[config.mk]
export PLATFORM = sky130hd
export DESIGN_NAME = return_rotate_sleep_exec
export DESIGN_NICKNAME = d
export VERILOG_FILES = /design/src/verilog/rrs_pkg.sv /design/src/verilog/return_rotate_sleep_exec.sv /design/src/verilog/rotate_carry_unit.sv /design/src/verilog/return_addr_stack.sv
export SDC_FILE = /design/constraint.sdc
export NUM_CORES = 1
export LEC_CHECK = 0
export BUFFER_PORTS_ARGS = -buffer_cell sky130_fd_sc_hd__buf_2
export CAP_MARGIN = 5
export CORE_ASPECT_RATIO = 1.5
export CORE_MARGIN = 1
export CORE_UTILIZATION = 59
export CTS_CLUSTER_SIZE = 8
export DETAILED_ROUTE_END_ITERATION = 8
export PLACE_DENSITY = 0.85
export SLEW_MARGIN = 25
export SYNTH_ARGS = -nofsm -noshare
export SYNTH_HDL_FRONTEND = slang
export SYNTH_SLANG_ARGS = --single-unit
[constraint.sdc]
create_clock -name i_mclk -period 6.3 [get_ports i_mclk]
set_clock_uncertainty 0.15 [all_clocks]
set_input_delay 0.945 -clock i_mclk [delete_from_list [all_inputs] [get_ports i_mclk]]
set_output_delay 0.945 -clock i_mclk [all_outputs]
set_load 0.1 [all_outputs]
[src/verilog/rrs_pkg.sv]
// Shared constants, encodings and carriers for the return, rotate and sleep execution slice.
// What this block does
// RULE1 - Return-with-literal loads its 8-bit literal into the working register and changes no flag.
// RULE2 - Return-with-literal also pops the stack top into the program counter and takes two cycles.
// RULE3 - Return takes no operand, pops the stack top into the program counter, changes no flag and takes two cycles.
// RULE4 - Rotate-left puts bit 7 in carry, bits 6..0 in result 7..1 and old carry in bit 0, in one cycle.
// RULE5 - Rotate-right puts old carry in bit 7, bits 7..1 in result 6..0 and bit 0 in carry, in one cycle.
// RULE6 - A rotate with destination 0 writes the working register and with 1 writes the file register.
// RULE7 - Register-operand instructions, subtract-with-borrow among them, carry a 6-bit file address and a destination bit.
// RULE8 - Sleep clears the watchdog counter and its prescaler.
// RULE9 - Sleep sets the active-low expiry flag to 1 and clears the active-low sleep flag to 0.
// RULE10 - Sleep then halts the core in its sleep state and itself takes one cycle.
// RULE11 - A return discards the instruction fetched behind it and fetches the popped address during its one idle cycle.
`default_nettype none
package rrs_pkg;
	localparam int INSTR_W = 13;
	localparam int DATA_W = 8;
	localparam int FADDR_W = 6;
	localparam int OP_W = 6;
	localparam int OP_LSB = 7;
	localparam int DEST_BIT = 6;
	localparam int FADDR_LSB = 0;
	localparam int LIT_LSB = 0;
	localparam int RETLIT_W = 5;
	localparam int RETLIT_LSB = 8;
	localparam logic [12:0] OP_RETURN = 13'h0003;
	localparam logic [12:0] OP_SLEEP = 13'h0004;
	localparam logic [4:0] OP_RETLIT = 5'h1a;
	localparam logic [5:0] OP_ROTL = 6'h0d;
	localparam logic [5:0] OP_ROTR = 6'h0c;
	localparam logic [5:0] OP_SUBB = 6'h0b;
	localparam logic [7:0] ADDR_CTRL = 8'h00;
	localparam logic [7:0] ADDR_STATUS = 8'h04;
	localparam logic [7:0] ADDR_PC = 8'h08;
	localparam logic [7:0] ADDR_STACK = 8'h0c;
	localparam logic [7:0] ADDR_WDT = 8'h10;
	localparam int CTRL_RUN_BIT = 0;
	localparam int CTRL_WAKE_BIT = 1;
	localparam int CTRL_RESTORE_BIT = 2;
	localparam int ST_CARRY_BIT = 8;
	localparam int ST_EXPIRY_BIT = 9;
	localparam int ST_SLEEPN_BIT = 10;
	localparam int ST_ASLEEP_BIT = 11;
	localparam int WDT_PRESCALE_LSB = 8;
	localparam logic CTRL_RUN_RESET = 1'b0;
	localparam logic [7:0] WORKING_RESET = 8'h00;
	localparam logic [7:0] WDT_COUNT_MAX = 8'hff;
	localparam logic [7:0] WDT_PRESCALE_MAX = 8'hff;
	typedef enum logic [2:0] {
		ST_RUN = 3'b001,
		ST_FLUSH = 3'b010,
		ST_SLEEP = 3'b100
	} core_state_e;
	typedef struct packed {
		logic [OP_W-1:0] op;
		logic dest;
		logic [FADDR_W-1:0] faddr;
		logic [DATA_W-1:0] literal;
	} instr_fields_s;
	typedef struct packed {
		logic we;
		logic [FADDR_W-1:0] addr;
		logic [DATA_W-1:0] data;
	} file_wr_s;
endpackage
`default_nettype wire

[src/verilog/return_rotate_sleep_exec.sv]
// Execution core for the return, rotate-through-carry and sleep instructions, with an APB register window.
//
// Implementation choices: the APB slave port and the address map.
`timescale 1ns/1ps
`default_nettype none
module return_rotate_sleep_exec #(
	parameter int PC_W = 11,
	parameter int STACK_DEPTH = 5,
	parameter logic [7:0] WDT_PRESCALE_TOP = rrs_pkg::WDT_PRESCALE_MAX
) (
	// Clock and reset.
	input wire logic i_mclk,
	input wire logic i_sys_rst,
	// Program memory fetch.
	output logic [PC_W-1:0] o_fetch_addr,
	input wire logic [rrs_pkg::INSTR_W-1:0] i_instr,
	// File register access.
	output logic [rrs_pkg::FADDR_W-1:0] o_file_raddr,
	input wire logic [rrs_pkg::DATA_W-1:0] i_file_rdata,
	output rrs_pkg::file_wr_s o_file_wr,
	// Core state.
	output logic [rrs_pkg::DATA_W-1:0] o_working_register,
	output logic o_carry,
	output logic o_watchdog_expiry_flag_n,
	output logic o_sleep_entered_flag_n,
	output logic o_sleeping,
	output logic o_wdt_timeout,
	// APB slave.
	input wire logic i_psel,
	input wire logic i_penable,
	input wire logic i_pwrite,
	input wire logic [7:0] i_paddr,
	input wire logic [31:0] i_pwdata,
	output logic [31:0] o_prdata,
	output logic o_pready,
	output logic o_pslverr
);
	localparam int FILL_W = $clog2(STACK_DEPTH+1);

	rrs_pkg::core_state_e state;
	rrs_pkg::instr_fields_s fld;
	logic [PC_W-1:0] pc;
	logic instr_ok, run_en, wake_req, flag_restore;
	logic [7:0] working;
	logic carry, exec;
	logic is_ret, is_retlit, is_rotl, is_rotr, is_rot, is_sleep, is_subb;
	logic [7:0] rot_result;
	logic rot_carry;
	logic [PC_W-1:0] stack_top;
	logic [FILL_W-1:0] stack_fill;
	logic stack_pop, stack_push;
	logic [7:0] wdt_count, wdt_prescale;
	logic wdt_tick, wdt_expire, sleep_clear, expiry_n, sleep_n;
	logic apb_setup, apb_wr, addr_ok;
	logic [31:0] next_prdata;

	generate
		if (PC_W < 8 || PC_W > 16) begin : g_pc_check
			$error("PC_W must lie between 8 and 16");
		end
	endgenerate

	// Field split shared by every register-operand instruction.
	assign fld = '{
		op: i_instr[rrs_pkg::OP_LSB +: rrs_pkg::OP_W],
		dest: i_instr[rrs_pkg::DEST_BIT],
		faddr: i_instr[rrs_pkg::FADDR_LSB +: rrs_pkg::FADDR_W],
		literal: i_instr[rrs_pkg::LIT_LSB +: rrs_pkg::DATA_W]
	}; // RULE7

	assign is_ret = (i_instr == rrs_pkg::OP_RETURN);
	assign is_sleep = (i_instr == rrs_pkg::OP_SLEEP);
	assign is_retlit = (i_instr[rrs_pkg::RETLIT_LSB +: rrs_pkg::RETLIT_W] == rrs_pkg::OP_RETLIT);
	assign is_rotl = (fld.op == rrs_pkg::OP_ROTL);
	assign is_rotr = (fld.op == rrs_pkg::OP_ROTR);
	assign is_subb = (fld.op == rrs_pkg::OP_SUBB);
	assign is_rot = is_rotl || is_rotr;

	// The word on i_instr is only live when fetched in the previous running or flush cycle.
	assign exec = (state == rrs_pkg::ST_RUN) && instr_ok && run_en;
	assign stack_pop = exec && (is_ret || is_retlit); // RULE2
	assign sleep_clear = exec && is_sleep;

	assign o_file_raddr = fld.faddr; // RULE7
	assign o_fetch_addr = pc;
	assign o_working_register = working;
	assign o_carry = carry;
	assign o_watchdog_expiry_flag_n = expiry_n;
	assign o_sleep_entered_flag_n = sleep_n;
	assign o_sleeping = (state == rrs_pkg::ST_SLEEP);

	rotate_carry_unit #(
		.WIDTH(rrs_pkg::DATA_W)
	) u_rotate (
		.i_src(i_file_rdata),
		.i_carry(carry),
		.i_left(is_rotl),
		.o_result(rot_result),
		.o_carry(rot_carry)
	);

	return_addr_stack #(
		.ADDR_W(PC_W),
		.DEPTH(STACK_DEPTH)
	) u_stack (
		.i_mclk(i_mclk),
		.i_sys_rst(i_sys_rst),
		.i_push(stack_push),
		.i_push_addr(i_pwdata[PC_W-1:0]),
		.i_pop(stack_pop),
		.o_top(stack_top),
		.o_fill(stack_fill)
	);

	// Sequencing of fetch address and the flush slot behind a return.
	always_ff @(posedge i_mclk) begin
		if (i_sys_rst) begin
			state <= rrs_pkg::ST_RUN;
			pc <= '0;
			instr_ok <= 1'b0;
		end else begin
			case (state)
				rrs_pkg::ST_RUN: begin
					if (!run_en) begin
						// Step back so the word in flight is fetched again on restart.
						instr_ok <= 1'b0;
						if (instr_ok) begin
							pc <= pc - 1'b1;
						end
					end else if (stack_pop) begin
						pc <= stack_top; // RULE3
						instr_ok <= 1'b0; // RULE11
						state <= rrs_pkg::ST_FLUSH; // RULE2
					end else if (sleep_clear) begin
						instr_ok <= 1'b0;
						state <= rrs_pkg::ST_SLEEP; // RULE10
					end else begin
						pc <= pc + 1'b1;
						instr_ok <= 1'b1;
					end
				end
				rrs_pkg::ST_FLUSH: begin
					pc <= pc + 1'b1; // RULE11
					instr_ok <= 1'b1;
					state <= rrs_pkg::ST_RUN;
				end
				rrs_pkg::ST_SLEEP: begin
					if (wake_req) begin
						state <= rrs_pkg::ST_RUN;
					end
				end
				default: begin
					state <= rrs_pkg::ST_RUN;
				end
			endcase
		end
	end

	// Working register and carry; returns leave carry untouched.
	always_ff @(posedge i_mclk) begin
		if (i_sys_rst) begin
			working <= rrs_pkg::WORKING_RESET;
			carry <= 1'b0;
		end else if (exec) begin
			if (is_retlit) begin
				working <= fld.literal; // RULE1
			end
			if (is_rot) begin
				carry <= rot_carry; // RULE4
				if (!fld.dest) begin
					working <= rot_result; // RULE6
				end
			end
		end
	end

	always_ff @(posedge i_mclk) begin
		if (i_sys_rst) begin
			o_file_wr <= '0;
		end else begin
			o_file_wr <= '{we: exec && is_rot && fld.dest, addr: fld.faddr, data: rot_result}; // RULE6
		end
	end

	// Watchdog: the prescaler gives a one-cycle tick that advances the counter.
	assign wdt_tick = (wdt_prescale == WDT_PRESCALE_TOP);
	assign wdt_expire = wdt_tick && (wdt_count == rrs_pkg::WDT_COUNT_MAX);

	always_ff @(posedge i_mclk) begin
		if (i_sys_rst || sleep_clear) begin
			wdt_prescale <= 8'h00; // RULE8
		end else if (wdt_tick) begin
			wdt_prescale <= 8'h00;
		end else begin
			wdt_prescale <= wdt_prescale + 1'b1;
		end
	end

	always_ff @(posedge i_mclk) begin
		if (i_sys_rst || sleep_clear) begin
			wdt_count <= 8'h00; // RULE8
		end else if (wdt_tick) begin
			wdt_count <= wdt_count + 1'b1;
		end
	end

	// A hardware event always beats the software restore in the same cycle.
	always_ff @(posedge i_mclk) begin
		if (i_sys_rst) begin
			expiry_n <= 1'b1;
			sleep_n <= 1'b1;
			o_wdt_timeout <= 1'b0;
		end else begin
			o_wdt_timeout <= wdt_expire && !sleep_clear;
			if (sleep_clear) begin
				expiry_n <= 1'b1; // RULE9
			end else if (wdt_expire) begin
				expiry_n <= 1'b0;
			end else if (flag_restore) begin
				expiry_n <= 1'b1;
			end
			if (sleep_clear) begin
				sleep_n <= 1'b0; // RULE9
			end else if (flag_restore) begin
				sleep_n <= 1'b1;
			end
		end
	end

	// APB slave: zero wait states, read data latched in the setup cycle.
	assign apb_setup = i_psel && !i_penable;
	assign apb_wr = i_psel && i_penable && i_pwrite;
	assign addr_ok = (i_paddr == rrs_pkg::ADDR_CTRL) || (i_paddr == rrs_pkg::ADDR_STATUS)
		|| (i_paddr == rrs_pkg::ADDR_PC) || (i_paddr == rrs_pkg::ADDR_STACK)
		|| (i_paddr == rrs_pkg::ADDR_WDT);
	assign o_pready = 1'b1;
	assign o_pslverr = i_psel && i_penable && !addr_ok;
	assign stack_push = apb_wr && (i_paddr == rrs_pkg::ADDR_STACK);

	always_ff @(posedge i_mclk) begin
		if (i_sys_rst) begin
			run_en <= rrs_pkg::CTRL_RUN_RESET;
			wake_req <= 1'b0;
			flag_restore <= 1'b0;
		end else begin
			wake_req <= 1'b0;
			flag_restore <= 1'b0;
			if (apb_wr && i_paddr == rrs_pkg::ADDR_CTRL) begin
				run_en <= i_pwdata[rrs_pkg::CTRL_RUN_BIT];
				wake_req <= i_pwdata[rrs_pkg::CTRL_WAKE_BIT];
				flag_restore <= i_pwdata[rrs_pkg::CTRL_RESTORE_BIT];
			end
		end
	end

	always_comb begin
		next_prdata = 32'h0000_0000;
		if (i_paddr == rrs_pkg::ADDR_CTRL) begin
			next_prdata[rrs_pkg::CTRL_RUN_BIT] = run_en;
		end else if (i_paddr == rrs_pkg::ADDR_STATUS) begin
			next_prdata[7:0] = working;
			next_prdata[rrs_pkg::ST_CARRY_BIT] = carry;
			next_prdata[rrs_pkg::ST_EXPIRY_BIT] = expiry_n;
			next_prdata[rrs_pkg::ST_SLEEPN_BIT] = sleep_n;
			next_prdata[rrs_pkg::ST_ASLEEP_BIT] = o_sleeping;
		end else if (i_paddr == rrs_pkg::ADDR_PC) begin
			next_prdata[PC_W-1:0] = pc;
		end else if (i_paddr == rrs_pkg::ADDR_STACK) begin
			next_prdata[FILL_W-1:0] = stack_fill;
		end else if (i_paddr == rrs_pkg::ADDR_WDT) begin
			next_prdata[7:0] = wdt_count;
			next_prdata[rrs_pkg::WDT_PRESCALE_LSB +: 8] = wdt_prescale;
		end
	end

	always_ff @(posedge i_mclk) begin
		if (i_sys_rst) begin
			o_prdata <= 32'h0000_0000;
		end else if (apb_setup) begin
			o_prdata <= next_prdata;
		end
	end
endmodule
`default_nettype wire

[src/verilog/rotate_carry_unit.sv]
// Rotate through carry, left or right, for one data word.
`timescale 1ns/1ps
`default_nettype none
module rotate_carry_unit #(
	parameter int WIDTH = 8
) (
	// Operands.
	input wire logic [WIDTH-1:0] i_src,
	input wire logic i_carry,
	input wire logic i_left,
	// Results.
	output logic [WIDTH-1:0] o_result,
	output logic o_carry
);
	generate
		if (WIDTH < 2) begin : g_width_check
			$error("rotate_carry_unit needs at least two bits");
		end
	endgenerate

	always_comb begin
		if (i_left) begin
			o_result = {i_src[WIDTH-2:0], i_carry}; // RULE4
			o_carry = i_src[WIDTH-1]; // RULE4
		end else begin
			o_result = {i_carry, i_src[WIDTH-1:1]}; // RULE5
			o_carry = i_src[0]; // RULE5
		end
	end
endmodule
`default_nettype wire

[src/verilog/return_addr_stack.sv]
// Circular hardware stack of return addresses.
`timescale 1ns/1ps
`default_nettype none
module return_addr_stack #(
	parameter int ADDR_W = 11,
	parameter int DEPTH = 5
) (
	// Clock and reset.
	input wire logic i_mclk,
	input wire logic i_sys_rst,
	// Push and pop.
	input wire logic i_push,
	input wire logic [ADDR_W-1:0] i_push_addr,
	input wire logic i_pop,
	// Stack state.
	output logic [ADDR_W-1:0] o_top,
	output logic [$clog2(DEPTH+1)-1:0] o_fill
);
	localparam int PTR_W = $clog2(DEPTH);
	localparam int FILL_W = $clog2(DEPTH+1);

	logic [ADDR_W-1:0] mem [DEPTH];
	logic [PTR_W-1:0] ptr;
	logic [PTR_W-1:0] ptr_inc;
	logic [PTR_W-1:0] ptr_dec;

	generate
		if (DEPTH < 2) begin : g_depth_check
			$error("return_addr_stack needs at least two entries");
		end
	endgenerate

	// Overflow wraps and overwrites the oldest entry, as a small fixed stack does.
	assign ptr_inc = (ptr == PTR_W'(DEPTH-1)) ? '0 : ptr + 1'b1;
	assign ptr_dec = (ptr == '0) ? PTR_W'(DEPTH-1) : ptr - 1'b1;
	assign o_top = mem[ptr_dec];

	always_ff @(posedge i_mclk) begin
		if (i_sys_rst) begin
			ptr <= '0;
		end else if (i_push && !i_pop) begin
			ptr <= ptr_inc;
		end else if (i_pop && !i_push) begin
			ptr <= ptr_dec;
		end
	end

	// A push in the same cycle as a pop replaces the top entry.
	always_ff @(posedge i_mclk) begin
		if (i_push) begin
			mem[i_pop ? ptr_dec : ptr] <= i_push_addr;
		end
	end

	always_ff @(posedge i_mclk) begin
		if (i_sys_rst) begin
			o_fill <= '0;
		end else if (i_push && !i_pop && o_fill != FILL_W'(DEPTH)) begin
			o_fill <= o_fill + 1'b1;
		end else if (i_pop && !i_push && o_fill != '0) begin
			o_fill <= o_fill - 1'b1;
		end
	end
endmodule
`default_nettype wire

==> flow_metrics.env, run 1 <==
export IMPL_status="complete, no violations"
export IMPL_async_reset_ff_frac=0
export IMPL_clkTransAtPathRegs_ns=0.06
export IMPL_drt_wl_total_mm=17.3
export IMPL_grt_pass1_wl_mm=27.6
export IMPL_yosysTopAreaCellShare=0.245
export IMPL_hold_violations=0
export IMPL_report_final_slew_viol_count=0
export IMPL_syn_inst=697
export IMPL_cts_path_max_buffers=2
export IMPL_post_cts_setup_buffers=0
export IMPL_place_gp_congestion=0.945
export IMPL_ys_warn_count=0
export IMPL_grt_overflow_total=0
export IMPL_fmax_ghz=0.240
export IMPL_crit_path_max_incr_delay_ns=0.57
export IMPL_cts_buffers=17
export IMPL_min_period_ns=4.17
export IMPL_grt_usage=0.308
export IMPL_synth_top_area_cell="dfxtp_1"
export IMPL_synth_area_leaders="dfxtp_1 24%, edfxtp_1 24%, nor2_1 4.9%"
export IMPL_power_density_nw_per_um2=273
export IMPL_dp_hpwl_mm=12.1
export IMPL_ant_nets=0
export IMPL_num_antenna_cells=0
export IMPL_maxCapViolCount=0
export IMPL_drtPass1Iterations=5
export IMPL_drive_gt1_frac=0.224
export IMPL_synth_edf_count=55
export IMPL_drc_errors=0
export IMPL_worst_path_max_delay_cell="or4_1"
export IMPL_arrival_ns=4.30
export IMPL_hp_class="reg -> reg"
export IMPL_fin_crit_sh=0.662
export IMPL_clock_latency_ns=0.42
export IMPL_grt_pass1_vias=5747
export IMPL_area_growth_syn_to_layout_pct=15.8
export IMPL_via_count=5780
export IMPL_die_y_um=133
export IMPL_cts_sinks=138
export IMPL_core_um2=11100
export IMPL_post_cts_resized=0
export IMPL_crit_chain="buf_2 > or4_1 > or3_1 > nor2_1 > and3_1 > ha_1 > o21ai_0 > fa_1 > nor3b_1 > a21oi_1 > nor2b_1 > nor4_1"
export IMPL_crit_path_start_kind="input pin"
export IMPL_wl_per_cell_um=18.5
export IMPL_placed_cells=906
export IMPL_via_per_inst=6.16
export IMPL_avgSynthCellArea_um2=9.73
export IMPL_portBuffers=106
export IMPL_fillers=837
export IMPL_final_setup_tns_ns=0
export IMPL_grt_max_degree=51
export IMPL_h_tree_depth=4
export IMPL_crit_required_ns=6.43
export IMPL_seq_area_frac_synth=0.488
export IMPL_synth_most_common_cell="nor2_1"
export IMPL_netlist_area_um2=6790
export IMPL_fin_cells=938
export IMPL_dpl_cell_area_um2=7240
export IMPL_cts_root_buffer="clkbuf_16"
export IMPL_peakVddDrop_uv=238
export IMPL_cts_tree="done"
export IMPL_ys_top_cells_by_count="88 x nor2_1, 83 x dfxtp_1, 60 x nand2_1"
export IMPL_path_max_fanout=14
export IMPL_num_rows=47
export IMPL_nNetsFinal=854
export IMPL_ios=145
export IMPL_finalSetupViolCount=0
export IMPL_holdBufCountCts=0
export IMPL_synth_flop_cell="dfxtp_1"
export IMPL_stdcell_area_um2=7860
export IMPL_initial_core_util=0.610
export IMPL_tightest_slew_ns=0.981
export IMPL_finish_utilization=0.707
export IMPL_ys_types=75
export IMPL_worst_setup_path_type="in -> reg"
export IMPL_p_leak_nw=3.14
export IMPL_crit_path_end_kind="flip-flop"
export IMPL_antenna_found_initial=0
export IMPL_drtIter0Drc=563
export IMPL_hold_slack_ns=0.303
export IMPL_rsz0062_at_grt="false"
export IMPL_slew_headroom=0.341
export IMPL_die_w_um=89.6
export IMPL_synth_seq_cells=138
export IMPL_die_area_um2=11900
area by class of cell:
| class | instances | area [µm²] | share of cell area |
|---|---|---|---|
| Timing Repair Buffer | 109 | 553 | 0.0704 |
| Clock buffer | 22 | 487 | 0.0620 |
| Clock inverter | 10 | 114 | 0.0145 |
| Sequential cell | 138 | 3310 | 0.422 |
| Inverter | 16 | 62.6 | 0.00796 |
| Multi-Input combinational cell | 496 | 3140 | 0.400 |
| Tap cell | 147 | 184 | 0.0234 |
per-layer routing:
metal | global-route usage | wire length [µm] | vias up | share of wire
met1 | 0.329 | 6270 | 2723 | 0.36
met2 | 0.523 | 8890 | 330 | 0.51
met4 | 0.200 | 913 | 0 | 0.053
li1 | - | - | 2646 | -
met5 | 0 | 0 | - | 0
met3 | 0.0787 | 1250 | 81 | 0.072
placed cells by master, fill, tap and decap left out, drive strengths merged, types with 9 or more instances in the layout:
master  instances
nand2          61
mux2i          23
nand3          27
ha              9
conb           17
xnor2          11
edfxtp         55
inv            18
buf           109
dfxtp          83
nor3           18
o21ai          32
clkbuf         22
nor2           88
nand2b         10
a21oi          45
a211oi         12
a221oi         14
xor2           15
nor2b          11
state kept, by name, summed over array words and instances, names as in the netlist:
signal	flops
u_stack.mem	55
o_prdata	16
o_file_wr	15
o_fetch_addr	11
o_working_register	8
wdt_count	8
wdt_prescale	8
state	3
u_stack.o_fill	3
u_stack.ptr	3
flag_restore	1
instr_ok	1
o_carry	1
o_sleep_entered_flag_n	1
o_watchdog_expiry_flag_n	1
o_wdt_timeout	1
run_en	1
wake_req	1
final timing paths:
| path | startpoint | endpoint | slack, ns | depth (start not counted) |
|---|---|---|---|---|
| worst min register to register | o_prdata[13] | o_prdata[13] | 0.30 | 2 |
| worst max register to register | run_en | u_stack.o_fill[2] | 2.33 | 11 |
| worst min-delay path | o_prdata[13] | o_prdata[13] | 0.30 | 2 |
| worst max-delay path | i_paddr[5] | u_stack.o_fill[2] | 2.13 | 12 |
kinds of logic after synthesis:
kind of cell | count (synthesis) | synth area share
AOI/OAI and AO/OA | 143 | 0.144
muxes | 32 | 0.0588
DFF | 138 | 0.488
buffers and inverters | 78 | 0.0610
xor gates and xnor gates | 26 | 0.0336
adders and majority gates | 10 | 0.0195
other | 2 | 0.00111
and+or+nand+nor | 268 | 0.194
worst max-delay path, delay by kind of cell:
family          cells  cell delay (ns)
compound gates      2             0.27
fa+ha+maj           2             0.93
buf+inv             1             0.09
simple gates        7             2.06
per-stage QoR:
| stage | total power [mW] | worst slack, ns |
|---|---|---|
| after global placement | 1.15 | 1.77 |
| after global routing | 2.19 | 1.87 |
| after floorplan | 1.12 | 1.60 |
| after CTS | 2.15 | 2.16 |
| after detailed placement | 1.15 | 1.76 |
| final | 2.14 | 2.13 |
power by group:
| part | leakage (nW) | total [mW] | internal [mW] | switching [mW] |
|---|---|---|---|---|
| combinational | 1.67 | 0.194 | 0.0299 | 0.164 |
| clock | 0.299 | 1.00 | 0.630 | 0.375 |
| sequential | 1.17 | 0.942 | 0.937 | 0.00509 |
| total | 3.14 | 2.14 | 1.60 | 0.544 |
Note: power is estimated with default switching activity, not from simulation.
==> run 2: changes to the inputs <==
--- a/config.mk
+++ b/config.mk
@@ -5,14 +5,15 @@
 export SDC_FILE = /design/constraint.sdc
 export NUM_CORES = 1
 export LEC_CHECK = 0
+export ABC_AREA = 1
 export BUFFER_PORTS_ARGS = -buffer_cell sky130_fd_sc_hd__buf_2
 export CAP_MARGIN = 5
 export CORE_ASPECT_RATIO = 1.5
 export CORE_MARGIN = 1
-export CORE_UTILIZATION = 59
+export CORE_UTILIZATION = 55
 export CTS_CLUSTER_SIZE = 8
 export DETAILED_ROUTE_END_ITERATION = 8
-export PLACE_DENSITY = 0.85
+export PLACE_DENSITY = 0.8
 export SLEW_MARGIN = 25
 export SYNTH_ARGS = -nofsm -noshare
 export SYNTH_HDL_FRONTEND = slang
==> constraint.sdc (replaced) <==
create_clock -name i_mclk -period 3.9 [get_ports i_mclk]
set_clock_uncertainty 0.15 [all_clocks]
set_input_delay 0.585 -clock i_mclk [delete_from_list [all_inputs] [get_ports i_mclk]]
set_output_delay 0.585 -clock i_mclk [all_outputs]
set_load 0.1 [all_outputs]
==> flow_metrics.env, run 2 <==
export IMPL_hold_slack_ns=0.232
export IMPL_synth_flop_cell="dfxtp_1"
export IMPL_ios=145
export IMPL_finalSetupViolCount=0
export IMPL_drive_gt1_frac=0.217
export IMPL_p_leak_nw=3.60
export IMPL_holdBufCountCts=0
export IMPL_yosysTopAreaCellShare=0.234
export IMPL_die_y_um=141
export IMPL_min_period_ns=2.88
export IMPL_antenna_found_initial=0
export IMPL_regArea_um2=3310
export IMPL_top_regs="u_stack.mem x55, o_prdata x16, o_file_wr x15"
export IMPL_num_rows=50
export IMPL_worst_setup_path_type="in -> out"
export IMPL_clock_latency_ns=0.43
export IMPL_via_count=6271
export IMPL_drt_wl_total_mm=18.0
export IMPL_reg2reg_slack_ns=1.13
export IMPL_ant_nets=0
export IMPL_synth_area_leaders="dfxtp_1 23%, edfxtp_1 23%, nand2_1 11%"
export IMPL_status="complete, no violations"
export IMPL_multiInputGateArea_um2=3100
export IMPL_synth_edf_count=55
export IMPL_drtIter0Drc=384
export IMPL_nNetsFinal=1063
export IMPL_crit_family="simple AND/OR/NAND/NOR gates"
export IMPL_die_area_um2=13400
export IMPL_wl_per_cell_um=15.6
export IMPL_largest_register_ffs=55
export IMPL_netlist_area_um2=7090
export IMPL_post_cts_setup_buffers=0
export IMPL_grt_pass1_vias=6035
export IMPL_worst_path_max_delay_cell="nor3_4"
export IMPL_ys_types=54
export IMPL_largest_register="u_stack.mem"
export IMPL_crit_required_ns=3.16
export IMPL_avgSynthCellArea_um2=8.03
export IMPL_area_growth_syn_to_layout_pct=16.9
export IMPL_report_final_slew_viol_count=0
export IMPL_core_um2=12500
export IMPL_die_w_um=94.7
export IMPL_fmax_ghz=0.348
export IMPL_initial_core_util=0.566
export IMPL_crit_chain="buf_2 > nor2_2 > nand2_1 > nor2_4 > inv_2 > nor3_4 > nor2_1 > nand2_1 > nor4_2 > buf_2"
export IMPL_tightest_slew_ns=0.602
export IMPL_cts_sinks=138
export IMPL_place_gp_congestion=0.873
export IMPL_cts_tree="done"
export IMPL_min_from="i_pwdata[9]"
export IMPL_drc_errors=0
export IMPL_final_cell_mix="215 x nand2_1, 106 x buf_2, 87 x nor2_1, 83 x dfxtp_1, 82 x inv_1"
export IMPL_grt_max_degree=49
export IMPL_power_density_nw_per_um2=428
export IMPL_maxCapViolCount=0
export IMPL_crit_path_start_kind="input pin"
export IMPL_grt_usage=0.280
export IMPL_async_reset_ff_frac=0
export IMPL_synth_most_common_cell="nand2_1"
export IMPL_via_per_inst=5.42
export IMPL_path_max_fanout=10
export IMPL_final_common_cell="nand2_1"
export IMPL_cts_path_max_buffers=2
export IMPL_r2r_end="u_stack.o_fill[2]"
export IMPL_fillers=1027
export IMPL_final_setup_tns_ns=0
export IMPL_hp_class="in -> reg"
export IMPL_stdcell_area_um2=8290
export IMPL_slew_headroom=0.598
export IMPL_syn_inst=882
export IMPL_portBuffers=106
export IMPL_totalPowerFinal_mw=3.55
export IMPL_ys_warn_count=0
export IMPL_crit_path_end_kind="output pin"
export IMPL_drtPass1Iterations=5
export IMPL_arrival_ns=2.14
export IMPL_reg2reg_depth=11
export IMPL_num_antenna_cells=0
export IMPL_cts_root_buffer="clkbuf_16"
export IMPL_hold_violations=0
export IMPL_h_tree_depth=4
export IMPL_crit_path_max_incr_delay_ns=0.36
export IMPL_cts_buffers=17
export IMPL_grt_overflow_total=0
export IMPL_crit_buf_inv=3
export IMPL_synth_top_area_cell="dfxtp_1"
export IMPL_hold_path_end="u_stack.mem[1][9]"
export IMPL_dp_hpwl_mm=12.7
export IMPL_synth_seq_cells=138
export IMPL_finish_utilization=0.662
export IMPL_fin_crit_sh=0.738
export IMPL_rsz0062_at_grt="false"
export IMPL_min_path_cells=1
export IMPL_post_cts_resized=0
export IMPL_ys_top_cells_by_count="215 x nand2_1, 87 x nor2_1, 83 x dfxtp_1"
export IMPL_grt_pass1_wl_mm=28.6
export IMPL_peakVddDrop_uv=365
export IMPL_seq_area_frac_synth=0.468
export IMPL_clkTransAtPathRegs_ns=0.07
export IMPL_timing_rr_start="run_en"
export IMPL_dpl_cell_area_um2=7650
## run 2: cell types whose count changed after synthesis, sizes merged, moves of 12 or more
cell    delta
a21oi     +12
a221oi    -13
clkbuf    -18
inv       +86
mux2i     -23
nand2    +159
nand3     +35
o21ai     +17
## run 2: per-stage QoR
step                std cells  setup slack (ns)
floorplan                 897             0.343
global placement         1124              1.01
detailed placement       1124             0.920
CTS                      1156              1.03
global route             1156             0.907
finish                   1156              1.02
## run 2: routing by layer
metal | wire, µm | share of wire | track usage | vias to the layer above
li1 | - | - | - | 3067
met2 | 9570 | 0.53 | 0.501 | 245
met3 | 1050 | 0.058 | 0.0609 | 45
met4 | 584 | 0.032 | 0.139 | 0
met1 | 6830 | 0.38 | 0.303 | 2914
met5 | 0 | 0 | 0 | -
## run 2: how the worst max path moves through the flow
stage | from | endpoint | slack, ns | depth (start not counted)
final | i_paddr[5] | o_pslverr | 1.02 | 10
after global routing | i_paddr[5] | o_pslverr | 0.91 | 10
after CTS | i_paddr[5] | o_pslverr | 1.03 | 10
after detailed placement | i_paddr[5] | u_stack.o_fill[2] | 0.92 | 14
after global placement | i_paddr[5] | u_stack.o_fill[2] | 1.01 | 14
after floorplan | i_paddr[6] | o_pslverr | 0.34 | 8
## run 2: cell families (layout without fill, tap and decap cells)
family | Yosys count | after routing | share of synthesized area
buf+inv | 155 | 258 | 0.104
xor+xnor | 12 | 12 | 0.0148
simple gates | 420 | 420 | 0.275
fa+ha+maj | 10 | 10 | 0.0187
compound gates | 145 | 145 | 0.119
other cells | 2 | 17 | 0.00106
flops | 138 | 138 | 0.468
## run 2: layout make-up
cell class,count,area share
sequential,138,0.400
multi-input combinational,604,0.374
timing repair buffer,120,0.0767
clock buffer,18,0.0518
inverter,106,0.0486
clock inverter,14,0.0255
tap,156,0.0236
## run 2: where the power goes
part           total (mW)  internal (mW)  switching (mW)
Sequential           1.51           1.51         0.00481
Clock                1.75           1.09           0.665
Combinational       0.279         0.0450           0.234
Total                3.55           2.64           0.904
## run 2: worst reg2reg max path, cell delays in order (launching register included)
cell and delay (ns):
dfxtp_1 0.59, inv_4 0.19, nor3_4 0.21, buf_4 0.23, nand2_4 0.19, ha_1 0.28
nand2_1 0.17, fa_1 0.20, inv_1 0.05, o21ai_0 0.21, o21ai_0 0.11, a21oi_1 0.14
